===== src/seg_host_pkg.sv =====
// Package for the host that drives a BCD seven-segment decoder through its pins.
// Assumes a single 200 MHz clock and a decoder whose segment pins settle within 100 ns.
package seg_host_pkg;

	// Clock and settle timing
	localparam int CLK_PERIOD_PS    = 5000;
	localparam int SETTLE_TIME_NS   = 100;
	localparam int SETTLE_CYCLES    = (SETTLE_TIME_NS * 1000 + CLK_PERIOD_PS - 1) / CLK_PERIOD_PS;

	// Widths
	localparam int CODE_W           = 4;
	localparam int SEG_W            = 7;
	localparam int CNT_W            = 8;

	// Constant patterns, segment a in the top bit
	localparam logic [SEG_W-1:0] SEG_NONE = 7'h00;
	localparam logic [SEG_W-1:0] SEG_ALL  = 7'h7F;
	localparam logic [CODE_W-1:0] CODE_ZERO = 4'h0;

	// What the host asks of the decoder for one digit
	typedef enum logic [2:0] {
		MODE_SHOW,     // Plain decode, zero shown
		MODE_SUPPRESS, // Zero blanked when code is zero
		MODE_RIPPLE,   // Zero blanking follows the stage before
		MODE_BLANK,    // Forced blanking through the shared node
		MODE_TEST      // All segments lit
	} mode_t;

	typedef struct packed {
		mode_t             mode;
		logic [CODE_W-1:0] code;
	} cmd_t;

	typedef struct packed {
		logic [SEG_W-1:0] seg;     // Segment levels as lit flags
		logic             nodeLow; // Shared blank node seen low
		logic             match;   // Readback equals expectation
	} result_t;

	// Pins that the host drives toward the decoder
	typedef struct packed {
		logic [CODE_W-1:0] code;
		logic              zeroBlankIn;
		logic              allSegmentsTest;
		logic              nodeOe;
	} pins_t;

endpackage


===== src/seg_glyph_ref.sv =====
// Expected segment pattern for one decoder stage, as lit flags (a in top bit).
// Assumes inputs are the pin levels the host is driving; purely combinational.
`timescale 1ns/1ps
`default_nettype none
module seg_glyph_ref (
	input  wire logic [seg_host_pkg::CODE_W-1:0] code,        // BCD code driven
	input  wire logic                            forceBlank,  // Shared node pulled low
	input  wire logic                            testLow,     // Lamp test pin low
	input  wire logic                            zeroBlankIn, // Zero blank pin level
	output logic      [seg_host_pkg::SEG_W-1:0]  litExp,      // Expected lit flags
	output logic                                 nodeLowExp   // Expected node low from the zero response
);

	// Glyph table; codes ten to fourteen give fixed sign patterns, code fifteen is dark
	function automatic logic [seg_host_pkg::SEG_W-1:0] glyph(input logic [seg_host_pkg::CODE_W-1:0] c);
		case (c)
			4'h0: glyph = 7'h7E;
			4'h1: glyph = 7'h30;
			4'h2: glyph = 7'h6D;
			4'h3: glyph = 7'h79;
			4'h4: glyph = 7'h33;
			4'h5: glyph = 7'h5B;
			4'h6: glyph = 7'h1F;
			4'h7: glyph = 7'h70;
			4'h8: glyph = 7'h7F;
			4'h9: glyph = 7'h73;
			4'hA: glyph = 7'h0D;
			4'hB: glyph = 7'h19;
			4'hC: glyph = 7'h23;
			4'hD: glyph = 7'h4B;
			4'hE: glyph = 7'h0F;
			default: glyph = seg_host_pkg::SEG_NONE;
		endcase
	endfunction

	// Priority: forced blank, then test, then zero response, then glyph
	always_comb begin
		nodeLowExp = 1'b0;
		if (forceBlank) begin
			litExp = seg_host_pkg::SEG_NONE;
		end else if (!zeroBlankIn && code == seg_host_pkg::CODE_ZERO && !testLow) begin
			litExp     = seg_host_pkg::SEG_NONE;
			nodeLowExp = 1'b1;
		end else if (testLow) begin
			litExp = seg_host_pkg::SEG_ALL;
		end else begin
			litExp = glyph(code);
		end
	end

endmodule // seg_glyph_ref
`default_nettype wire


===== src/seg_decoder_host.sv =====
// Host controller that drives a BCD seven-segment decoder through its pins and reads it back.
// Assumes the decoder pins are synchronous to sys_clk once settled, and an external pull-up on
// the shared blank node, which the host only ever pulls low.
`timescale 1ns/1ps
`default_nettype none
module seg_decoder_host #(
	parameter bit ACTIVE_LOW    = 1'b1,                        // Segment lit level is 0
	parameter int SETTLE_CYCLES = seg_host_pkg::SETTLE_CYCLES  // Cycles before readback
) (
	input  wire logic                           sys_clk,     // System clock
	input  wire logic                           rst,         // Synchronous reset, high
	input  wire logic                           cmdValid,    // Order offered
	input  wire seg_host_pkg::cmd_t             cmd,         // Mode and code
	output logic                                cmdReady,    // Host idle, order taken
	output logic                                resValid,    // Readback pulse
	output seg_host_pkg::result_t               res,         // Readback and verdict
	output seg_host_pkg::pins_t                 pins,        // Pins toward the decoder
	input  wire logic [seg_host_pkg::SEG_W-1:0] segIn,       // Segment pins a..g
	input  wire logic                           nodeIn,      // Shared blank node level
	input  wire logic                           upstreamIn   // Previous stage zero-blank out
);

	localparam int SettleCyc = SETTLE_CYCLES;

	// Counter must reach the settle time; a zero wait would sample stale pins
	if (SETTLE_CYCLES < 1 || SETTLE_CYCLES >= (1 << seg_host_pkg::CNT_W)) begin : g_bad_settle
		$error("SETTLE_CYCLES out of range");
	end

	typedef enum {ST_IDLE, ST_SETTLE} state_t;

	state_t                           stateQ;
	seg_host_pkg::mode_t              modeQ;
	logic [seg_host_pkg::CNT_W-1:0]   cntQ;
	logic [seg_host_pkg::SEG_W-1:0]   litExp;
	logic [seg_host_pkg::SEG_W-1:0]   litSeen;
	logic                             nodeLowExp;
	logic                             accept;
	logic                             zeroBlankD;

	// Order taken only while idle; a held cmdValid is taken again once the host is back in idle
	assign accept = cmdValid && cmdReady && stateQ == ST_IDLE;

	// Read pins as lit flags regardless of part polarity
	assign litSeen = ACTIVE_LOW ? ~segIn : segIn;

	// Zero-blank level for the mode; ripple copies the stage before
	always_comb begin
		case (cmd.mode)
			seg_host_pkg::MODE_SUPPRESS: zeroBlankD = 1'b0;
			seg_host_pkg::MODE_RIPPLE:   zeroBlankD = upstreamIn;
			default:                     zeroBlankD = 1'b1;
		endcase
	end

	// Sequencer: drive pins, wait for the decoder to settle, sample once
	always_ff @(posedge sys_clk) begin
		if (rst) begin
			stateQ   <= ST_IDLE;
			cntQ     <= '0;
			cmdReady <= 1'b0;
		end else begin
			case (stateQ)
				ST_IDLE: begin
					cmdReady <= 1'b1;
					if (accept) begin
						stateQ   <= ST_SETTLE;
						cntQ     <= seg_host_pkg::CNT_W'(SETTLE_CYCLES - 1);
						cmdReady <= 1'b0;
					end
				end
				ST_SETTLE: begin
					if (cntQ == '0) begin
						stateQ   <= ST_IDLE;
						cmdReady <= 1'b1;
					end else begin
						cntQ <= cntQ - 1'b1;
					end
				end
				default: stateQ <= ST_IDLE;
			endcase
		end
	end

	// Pin drive; node is released except in forced blanking
	// Reset leaves lamp test and zero-blank released so the part decodes plainly
	always_ff @(posedge sys_clk) begin
		if (rst) begin
			pins.code            <= seg_host_pkg::CODE_ZERO;
			pins.zeroBlankIn     <= 1'b1;
			pins.allSegmentsTest <= 1'b1;
			pins.nodeOe          <= 1'b0;
			modeQ                <= seg_host_pkg::MODE_SHOW;
		end else begin
			if (accept) begin
				pins.code            <= cmd.code;
				pins.zeroBlankIn     <= zeroBlankD;
				pins.allSegmentsTest <= cmd.mode != seg_host_pkg::MODE_TEST;
				pins.nodeOe          <= cmd.mode == seg_host_pkg::MODE_BLANK;
				modeQ                <= cmd.mode;
			end else if (modeQ == seg_host_pkg::MODE_RIPPLE) begin
				pins.zeroBlankIn <= upstreamIn;
			end
		end
	end

	// Expectation from the pins currently driven
	seg_glyph_ref u_ref (
		.code       (pins.code),
		.forceBlank (pins.nodeOe),
		.testLow    (!pins.allSegmentsTest),
		.zeroBlankIn(pins.zeroBlankIn),
		.litExp     (litExp),
		.nodeLowExp (nodeLowExp)
	);

	// Readback capture; node low seen while not driving means a zero response
	// One sample at the last settle edge; a slower part needs a larger SETTLE_CYCLES
	always_ff @(posedge sys_clk) begin
		if (rst) begin
			resValid    <= 1'b0;
			res.seg     <= seg_host_pkg::SEG_NONE;
			res.nodeLow <= 1'b0;
			res.match   <= 1'b0;
		end else begin
			resValid <= 1'b0;
			if (stateQ == ST_SETTLE && cntQ == '0) begin
				resValid    <= 1'b1;
				res.seg     <= litSeen;
				res.nodeLow <= !nodeIn;
				res.match   <= litSeen == litExp && (!nodeIn) == (nodeLowExp || pins.nodeOe);
			end
		end
	end

	// Node pulled low only when blanking is ordered
	a_node_release: assert property (@(posedge sys_clk) disable iff (rst)
		pins.nodeOe |-> modeQ == seg_host_pkg::MODE_BLANK)
		else $error("shared node driven outside forced blanking");

	// Zero shown: zero-blank pin stays high in show mode
	a_zero_shown: assert property (@(posedge sys_clk) disable iff (rst)
		(modeQ == seg_host_pkg::MODE_SHOW || modeQ == seg_host_pkg::MODE_TEST) |-> pins.zeroBlankIn)
		else $error("zero-blank pin low while zero must show");

	// Ripple mode follows the upstream stage one cycle later
	a_ripple_follow: assert property (@(posedge sys_clk) disable iff (rst)
		(modeQ == seg_host_pkg::MODE_RIPPLE && stateQ == ST_SETTLE && $past(stateQ) == ST_SETTLE)
		|-> pins.zeroBlankIn == $past(upstreamIn))
		else $error("zero-blank pin not following upstream stage");

	// Readback arrives exactly the settle time after acceptance
	a_settle_time: assert property (@(posedge sys_clk) disable iff (rst)
		accept |-> ##1 !resValid ##SettleCyc resValid)
		else $error("readback not at settle time");

	// Pins stay put while settling, except the zero-blank pin in ripple mode
	a_pins_hold: assert property (@(posedge sys_clk) disable iff (rst)
		(stateQ == ST_SETTLE && $past(stateQ) == ST_SETTLE && modeQ != seg_host_pkg::MODE_RIPPLE)
		|-> $stable(pins))
		else $error("pins changed during settle");

	// No new order is taken while settling
	a_ready_busy: assert property (@(posedge sys_clk) disable iff (rst)
		stateQ == ST_SETTLE |-> !cmdReady)
		else $error("ready raised while settling");

	// Lamp test pin pulled low only for a lamp test order
	a_test_pin: assert property (@(posedge sys_clk) disable iff (rst)
		!pins.allSegmentsTest |-> modeQ == seg_host_pkg::MODE_TEST)
		else $error("lamp test pin low outside test mode");

	// Suppress mode keeps the zero-blank pin low
	a_suppress_pin: assert property (@(posedge sys_clk) disable iff (rst)
		modeQ == seg_host_pkg::MODE_SUPPRESS |-> !pins.zeroBlankIn)
		else $error("zero-blank pin high in suppress mode");

	// Forced blanking reads back dark segments and a low node
	a_blank_seen: assert property (@(posedge sys_clk) disable iff (rst)
		(resValid && pins.nodeOe) |-> (res.nodeLow && res.seg == seg_host_pkg::SEG_NONE))
		else $error("segments lit under forced blanking");

	// Readback is a single-cycle pulse
	a_pulse_once: assert property (@(posedge sys_clk) disable iff (rst)
		resValid |=> !resValid)
		else $error("readback pulse longer than one cycle");

	// Ready rises on the same edge as the readback pulse
	a_ready_after: assert property (@(posedge sys_clk) disable iff (rst)
		resValid |-> cmdReady)
		else $error("ready low while readback valid");

	// A taken order drops ready at once
	a_one_order: assert property (@(posedge sys_clk) disable iff (rst)
		accept |=> (!cmdReady && stateQ == ST_SETTLE))
		else $error("order taken without entering settle");

	c_blank_run: cover property (@(posedge sys_clk) disable iff (rst)
		resValid && modeQ == seg_host_pkg::MODE_BLANK);
	c_zero_resp: cover property (@(posedge sys_clk) disable iff (rst)
		resValid && res.nodeLow && modeQ == seg_host_pkg::MODE_SUPPRESS);
	c_match_show: cover property (@(posedge sys_clk) disable iff (rst)
		resValid && res.match && modeQ == seg_host_pkg::MODE_SHOW);
	// Lamp test and a zero blanked by the stage before
	c_test_run: cover property (@(posedge sys_clk) disable iff (rst)
		resValid && modeQ == seg_host_pkg::MODE_TEST);
	c_ripple_zero: cover property (@(posedge sys_clk) disable iff (rst)
		resValid && res.nodeLow && modeQ == seg_host_pkg::MODE_RIPPLE);

endmodule // seg_decoder_host
`default_nettype wire


===== config.mk =====
export PLATFORM = sky130hd
export DESIGN_NAME = seg_decoder_host
export DESIGN_NICKNAME = d
export VERILOG_FILES = /design/src/seg_host_pkg.sv /design/src/seg_glyph_ref.sv /design/src/seg_decoder_host.sv
export SDC_FILE = /design/constraint.sdc
export NUM_CORES = 1
export LEC_CHECK = 0
export ABC_AREA = 1
export BUFFER_PORTS_ARGS = -buffer_cell sky130_fd_sc_hd__buf_2
export CAP_MARGIN = 20
export CORE_ASPECT_RATIO = 0.75
export CORE_UTILIZATION = 50
export CTS_CLUSTER_SIZE = 24
export DETAILED_ROUTE_END_ITERATION = 12
export HOLD_SLACK_MARGIN = 0.08
export PLACE_DENSITY = 0.72
export SKIP_CTS_REPAIR_TIMING = 1
export SYNTH_ARGS = -nofsm -noshare
export SYNTH_HDL_FRONTEND = slang
export SYNTH_HIERARCHICAL = 1
export SYNTH_SLANG_ARGS = --single-unit
export TNS_END_PERCENT = 20

===== constraint.sdc =====
create_clock -name sys_clk -period 4.6 [get_ports sys_clk]
set_clock_uncertainty 0.2 [all_clocks]
set_input_delay 0.92 -clock sys_clk [delete_from_list [all_inputs] [get_ports sys_clk]]
set_output_delay 0.92 -clock sys_clk [all_outputs]
set_load 0.01 [all_outputs]

==> results of run 1 <==
flip-flops by register name, summed over array words and instances (netlist names):
register / count
cmdReady: 1
cntQ: 8
modeQ: 3
pins: 7
res: 9
resValid: 1
stateQ: 1
synth_stat cells (all sizes together):
cell    count
nand3      18
a21oi      22
clkinv      1
o31ai       2
inv        27
o21ai      16
nor2       38
nor3        3
buf         3
o41ai       1
xor2        8
clkbuf      1
a22o        4
nand4       3
a32oi       1
o211ai      1
ha          5
xnor2       1
dfxtp      30
nand2      42
cells in the final DEF (no fill, tap or decap), types with 3 or more instances in the layout:
cell type	instances
xor2_1	8
clkbuf_8	8
dfxtp_1	30
inv_1	24
nand2_1	38
ha_1	5
buf_2	36
nor2_1	29
nor3_1	3
nor2_4	6
nand3_1	16
a21oi_1	20
nand4_1	3
a22o_1	4
o21ai_0	13
metal layers:
| metal | vias up | track usage (%) |
|---|---|---|
| li1 | 823 | - |
| met2 | 40 | 29.6 |
| met5 | - | 0 |
| met4 | 0 | 7.00 |
| met3 | 4 | 8.46 |
| met1 | 683 | 29.2 |
stage by stage:
stage,util (%),std cells,total power [mW],setup WS (ns)
3_3_place_gp,57.9,299,0.463,2.56
4_1_cts,61.2,307,0.715,2.29
2_1_floorplan,-,227,0.426,2.69
5_1_grt,61.2,307,0.752,2.21
6_report,61.2,307,0.710,2.29
3_5_place_dp,57.9,299,0.465,2.54
cell families (layout without fill, tap and decap cells):
group / Yosys count / count (layout)
AOI/OAI and AO/OA: 47 / 47
adders and majority gates: 5 / 5
xor gates and xnor gates: 9 / 9
and+or+nand+nor: 104 / 104
DFF: 30 / 30
buffers and inverters: 32 / 72
final timing paths:
| path | endpoint | from | depth (start not counted) |
|---|---|---|---|
| max | pins[5] | pins[5]$_SDFFE_PP0P_ | 1 |
| min | modeQ[0]$_SDFFE_PP0P_ | modeQ[0]$_SDFFE_PP0P_ | 2 |
| max reg2reg | res[0]$_SDFFE_PP0P_ | pins[4]$_SDFFE_PP0P_ | 12 |
| min reg2reg | modeQ[0]$_SDFFE_PP0P_ | modeQ[0]$_SDFFE_PP0P_ | 2 |
where the power goes:
part           switching, mW  total, mW  leakage, nW  internal [mW]
Clock                 0.0999      0.251       0.0575          0.151
Sequential            0.0164      0.293        0.244          0.277
Combinational          0.102      0.166        0.653         0.0643
layout make-up:
cell class,count,area [um2],area share [%]
inverter,28,115,5.72
clock buffer,8,110,5.47
tap,40,50.0,2.49
multi-input combinational,165,957,47.5
sequential,30,601,29.8
timing repair buffer,36,180,8.95
==> flow_summary_export.csv, run 1 <==
group,metric,value,unit
run_status,result_of_the_run,"completed",
synthesis,ys_seq_area_share,34.9,%
critical_path,cp_slowest_stage_delay,0.67,ns
cells_and_area,area.growth.synth_to_final,16.8,%
cells_and_area,post_layout_inst_area,0.00201,mm2
timing,totalNegativeSetupSlack,0,ns
timing,rsz0062_at_grt,"no",
synthesis,post_synth_fa_ha_maj_area_fraction,3.63,%
detailed_routing,routed-wl-met3,215,um
synthesis,flop_and_latch_count_out_of_synthesis,30,
global_routing,grt_antenna_before_repair,0,
critical_path,worst_setup_path_end_kind,"output pin",
critical_path,worstPathArrival,1.19,ns
timing,clock.fmax,0.434,GHz
timing,report.final.slew_viol_count,0,
placed_design,placement.cell_area,0.00190,mm2
critical_path,worstSetupPathType,"register to output pin",
floorplan,die-width,69.8,um
cells_and_area,layout-drive-gt1-share,25.5,%
global_routing,grt_first_pass_wirelength,5.88,mm
clock_tree,cts_tree,"done",
critical_path,crit_path_cell_trace,"buf_2",
timing,final.hold.worst_slack,0.260,ns
run,maxCapViolations,0,
floorplan,die-area,0.00369,mm2
synthesis,synth_compound_gate_area_share,16.7,%
placed_design,gpl.final_weighted_congestion,0.793,
clock_tree,cts.sink_count,30,
cells_and_area,final_net_count,290,
synthesis,synth_area_leaders,"dfxtp_1 (35%), nand2_1 (8.3%), nor2_1 (6.3%)",
placed_design,port_buffers,36,
critical_path,cp_data_required_time,3.48,ns
synthesis,combinational_family_with_the_most_area_after_synthesis,"simple AND/OR/NAND/NOR gates",
synthesis,ys_types,34,
critical_path,crit_start_category,"register",
global_routing,track_usage,21.2,%
synthesis,yosys_warnings,6,
timing,slew-limit-headroom,63.2,%
clock_tree,clock-root-buffer,"clkbuf_8",
floorplan,start_util,52.4,%
global_routing,grt.overflow.total,0,
clock_tree,htreeDepth,2,
synthesis,netlist.top_cell.by_area,"dfxtp_1",
global_routing,grt_pass1_vias,1298,
power_and_ir_drop,vdd_ir_drop_max,0.000209,V
detailed_routing,drt_first_iter_violations,89,
placed_design,dp.final_hpwl,2.71,mm
clock_tree,maximum_buffer_depth_of_the_clock_tree,2,
floorplan,boundaryPins,37,
critical_path,path_buf_inv,1,
synthesis,synthesis.nets,251,
timing,final_period_minus_worst_setup_slack,2.31,ns
power_and_ir_drop,power_per_cell_area,353,mW/mm2
detailed_routing,wl_met1,1.97,mm
synthesis,synth.top_cell.area_share,34.9,%
power_and_ir_drop,p_leak,0.955,nW
timing,finalHoldViolations,0,
timing,worst_slew_pin_slew,0.552,ns
synthesis,synth.area.mux_share,0,%
detailed_routing,wl_met2,1.38,mm
detailed_routing,ant_nets,0,
critical_path,crit_path_top_delay_cell,"dfxtp_1",
critical_path,r2r_setup_slack,2.54,ns
min_path,worstHoldPathType,"register to register",
detailed_routing,routed-via-count,1550,
detailed_routing,detailedRoute.firstPassIterationCount,4,
synthesis,synth_simple_gate_area_share,30.6,%
synthesis,synth.avg_cell_area,7.59,um2
detailed_routing,viasPerCell,5.05,
clock_tree,number_of_buffers_created_by_cts,5,
synthesis,mappedNetlistArea,0.00172,mm2
timing,finalCritPeriodShare,50.1,%
critical_path,timing.critical_path.max_delay_family,"flip-flops",
floorplan,die-height,52.8,um
critical_path,critPathMaxFanout,12,
detailed_routing,route.detailed.drc,0,
synthesis,synth_xor_xnor_area_share,4.58,%
synthesis,synth_cells,227,
clock_tree,post_cts_clock_slew_at_the_launch_and_capture_registers_of_the_worst_setup_and_hold_paths,0.07,ns
cells_and_area,antenna_cells_inserted,0,
detailed_routing,top_layer,"met4",
global_routing,grt_max_degree,17,
detailed_routing,routed_wl,3.60,mm
clock_tree,clk_latency,0.28,ns
floorplan,std_cell_rows,18,
floorplan,design.core.area,0.00329,mm2
detailed_routing,routed_wirelength_normalized_by_instance_count,11.7,um
timing,final-setup-viol-count,0,
cells_and_area,final.fill_count,314,
Power figures use the tool's default switching activity.
==> inputs of run 2 (changes only) <==
- clock period: 4.6 -> 2.3 ns (I/O delays scaled with it)
==> run 2 against run 1 <==
Effect of this change:
- combinational power up 100%
- highest routed layer unchanged
- utilization shrank 0.49 points
- register-to-register slack lost 2.2 ns
- largest cell class unchanged
- critical endpoint is now res[0]$_SDFFE_PP0P_
- critical path type is now register to register
- largest power group unchanged
- clock power up 75%
- worst setup slack got worse by 2.0 ns
- cell count stayed put
- design area shrank 0.81%
- count of clock-buffer cells in the layout shrank 1
- sequential share of layout area up 0.37 points
- sequential power up 100%
==> flow_summary_export.csv, run 2 (same netlist as run 1, synthesis figures left out) <==
group,metric,value,unit
min_path,min-delay-start,"segIn[1]",
placed_design,port_buffers,36,
detailed_routing,route.detailed.drc,0,
critical_path,worst_r2r_path_depth,12,
floorplan,die-height,52.8,um
placed_design,dp.final_hpwl,2.68,mm
cells_and_area,final_common_cell,"nand2_1",
detailed_routing,routed_wl,3.60,mm
global_routing,grt_first_pass_wirelength,6.10,mm
critical_path,r2r_setup_slack,0.33,ns
critical_path,crit_start_category,"register",
cells_and_area,antenna_cells_inserted,0,
timing,finalCritPeriodShare,85.6,%
detailed_routing,viasPerCell,5.11,
timing,final_period_minus_worst_setup_slack,1.97,ns
timing,final-setup-viol-count,0,
cells_and_area,top_register,"res",
power_and_ir_drop,power_per_cell_area,680,mW/mm2
detailed_routing,detailedRoute.firstPassIterationCount,4,
floorplan,design.core.area,0.00329,mm2
global_routing,track_usage,21.7,%
clock_tree,post_cts_clock_slew_at_the_launch_and_capture_registers_of_the_worst_setup_and_hold_paths,0.06,ns
detailed_routing,drt_first_iter_violations,77,
floorplan,die-width,69.8,um
floorplan,boundaryPins,37,
floorplan,std_cell_rows,18,
cells_and_area,largest_register_ffs,9,
critical_path,worstPathArrival,2.00,ns
cells_and_area,layout-drive-gt1-share,25.8,%
critical_path,cp_data_required_time,2.33,ns
cells_and_area,area.growth.synth_to_final,15.9,%
power_and_ir_drop,vdd_ir_drop_max,0.000420,V
cells_and_area,final.fill_count,294,
clock_tree,cts.sink_count,30,
floorplan,die-area,0.00369,mm2
clock_tree,clock-root-buffer,"clkbuf_8",
timing,report.final.slew_viol_count,0,
global_routing,grt_max_degree,17,
global_routing,grt_pass1_vias,1321,
clock_tree,htreeDepth,2,
critical_path,worst_setup_path_end_kind,"register",
run,maxCapViolations,0,
cells_and_area,reg.largest.list,"res: 9 flops, cntQ: 8 flops, pins: 7 flops",
power_and_ir_drop,p_leak,0.946,nW
timing,totalNegativeSetupSlack,0,ns
min_path,holdPathStages,2,
detailed_routing,ant_nets,0,
floorplan,start_util,52.4,%
placed_design,place_worst_setup_slack,0.247,ns
critical_path,worstSetupStartpoint,"pins[4]$_SDFFE_PP0P_",
timing,rsz0062_at_grt,"no",
timing,worst_slew_pin_slew,0.553,ns
min_path,hold_path_end,"res[3]$_SDFFE_PP0P_",
critical_path,worstSetupPathType,"register to register",
detailed_routing,routed-via-count,1568,
cells_and_area,final_net_count,290,
critical_path,reg2reg_to,"res[0]$_SDFFE_PP0P_",
global_routing,grt.overflow.total,0,
clock_tree,number_of_buffers_created_by_cts,5,
detailed_routing,routed_wirelength_normalized_by_instance_count,11.7,um
clock_tree,cts_tree,"done",
min_path,worstHoldPathType,"input port to register",
placed_design,gpl.final_weighted_congestion,0.822,
critical_path,regToRegStartpoint,"pins[4]$_SDFFE_PP0P_",
run_status,result_of_the_run,"completed",
cells_and_area,post-route-util,60.7,%
timing,clock.fmax,0.508,GHz
timing,setup_ws_final,0.332,ns
global_routing,grt_antenna_before_repair,0,
timing,finalHoldViolations,0,
clock_tree,maximum_buffer_depth_of_the_clock_tree,2,
clock_tree,clk_latency,0.29,ns
critical_path,critPathMaxFanout,6,
cells_and_area,most-common-layout-cells,"nand2_1 (38), buf_2 (36), nor2_1 (29), dfxtp_1 (28), inv_1 (24)",
timing,slew-limit-headroom,63.1,%
==> run 2: cell types whose count changed in the layout (fill, tap and decap cells not counted) <==
| cell | change |
|---|---|
| clkinv_2 | +1 |
| dfxtp_1 | -2 |
| dfxtp_2 | +2 |
| clkbuf_8 | -2 |
| clkbuf_1 | +1 |
==> run 2: worst max-delay path, stage by stage (launching register included) <==
cell,delay [ns]
dfxtp_2,0.39
inv_1,0.09
ha_1,0.19
inv_1,0.13
nor2_4,0.05
nand3_2,0.09
nand2_2,0.09
a21oi_1,0.19
xor2_1,0.17
nand4_1,0.10
nor2_1,0.09
nand3_1,0.07
nand2_1,0.06
==> run 2: final cells by class <==
type / count / area [um2] / share of cell area [%]
multi-input cells: 165 / 957 / 47.9
flip-flops and latches: 30 / 603 / 30.2
repair buffers: 36 / 180 / 9.02
inverters: 28 / 115 / 5.76
clock buffers: 7 / 86.3 / 4.32
well taps: 40 / 50.0 / 2.51
clock inverters: 1 / 5.00 / 0.251
==> run 2: worst max path at each step <==
stage                                     end  slack (ns)  cells after the start
after detailed placement  res[0]$_SDFFE_PP0P_        0.25                     12
after floorplan           res[0]$_SDFFE_PP0P_        0.39                     12
after global placement    res[0]$_SDFFE_PP0P_        0.35                     12
after CTS                 res[0]$_SDFFE_PP0P_        0.22                     12
after global routing      res[0]$_SDFFE_PP0P_        0.08                     12
final                     res[0]$_SDFFE_PP0P_        0.33                     12
==> run 2: power breakdown <==
| group | leakage [nW] | internal [mW] | switching [mW] |
|---|---|---|---|
| clock | 0.0482 | 0.241 | 0.197 |
| sequential | 0.245 | 0.554 | 0.0317 |
| combinational | 0.653 | 0.129 | 0.205 |
==> run 2: stage by stage <==
step	instances	hold slack (ns)	power (mW)	area (um2)
2_1_floorplan	227	0.221	0.851	1720
4_1_cts	307	0.164	1.37	1990
6_report	307	0.170	1.36	2000
5_1_grt	307	0.167	1.45	2000
3_3_place_gp	299	0.242	0.928	1900
3_5_place_dp	299	0.238	0.930	1900
==> run 2: routing by layer <==
| layer | routed length (um) | vias to the layer above | track usage, % |
|---|---|---|---|
| met2 | 1350 | 53 | 29.0 |
| met1 | 1950 | 678 | 31.6 |
| met4 | 69 | 0 | 10.0 |
| met5 | 0 | - | 0 |
| met3 | 226 | 9 | 6.15 |
| li1 | - | 828 | - |
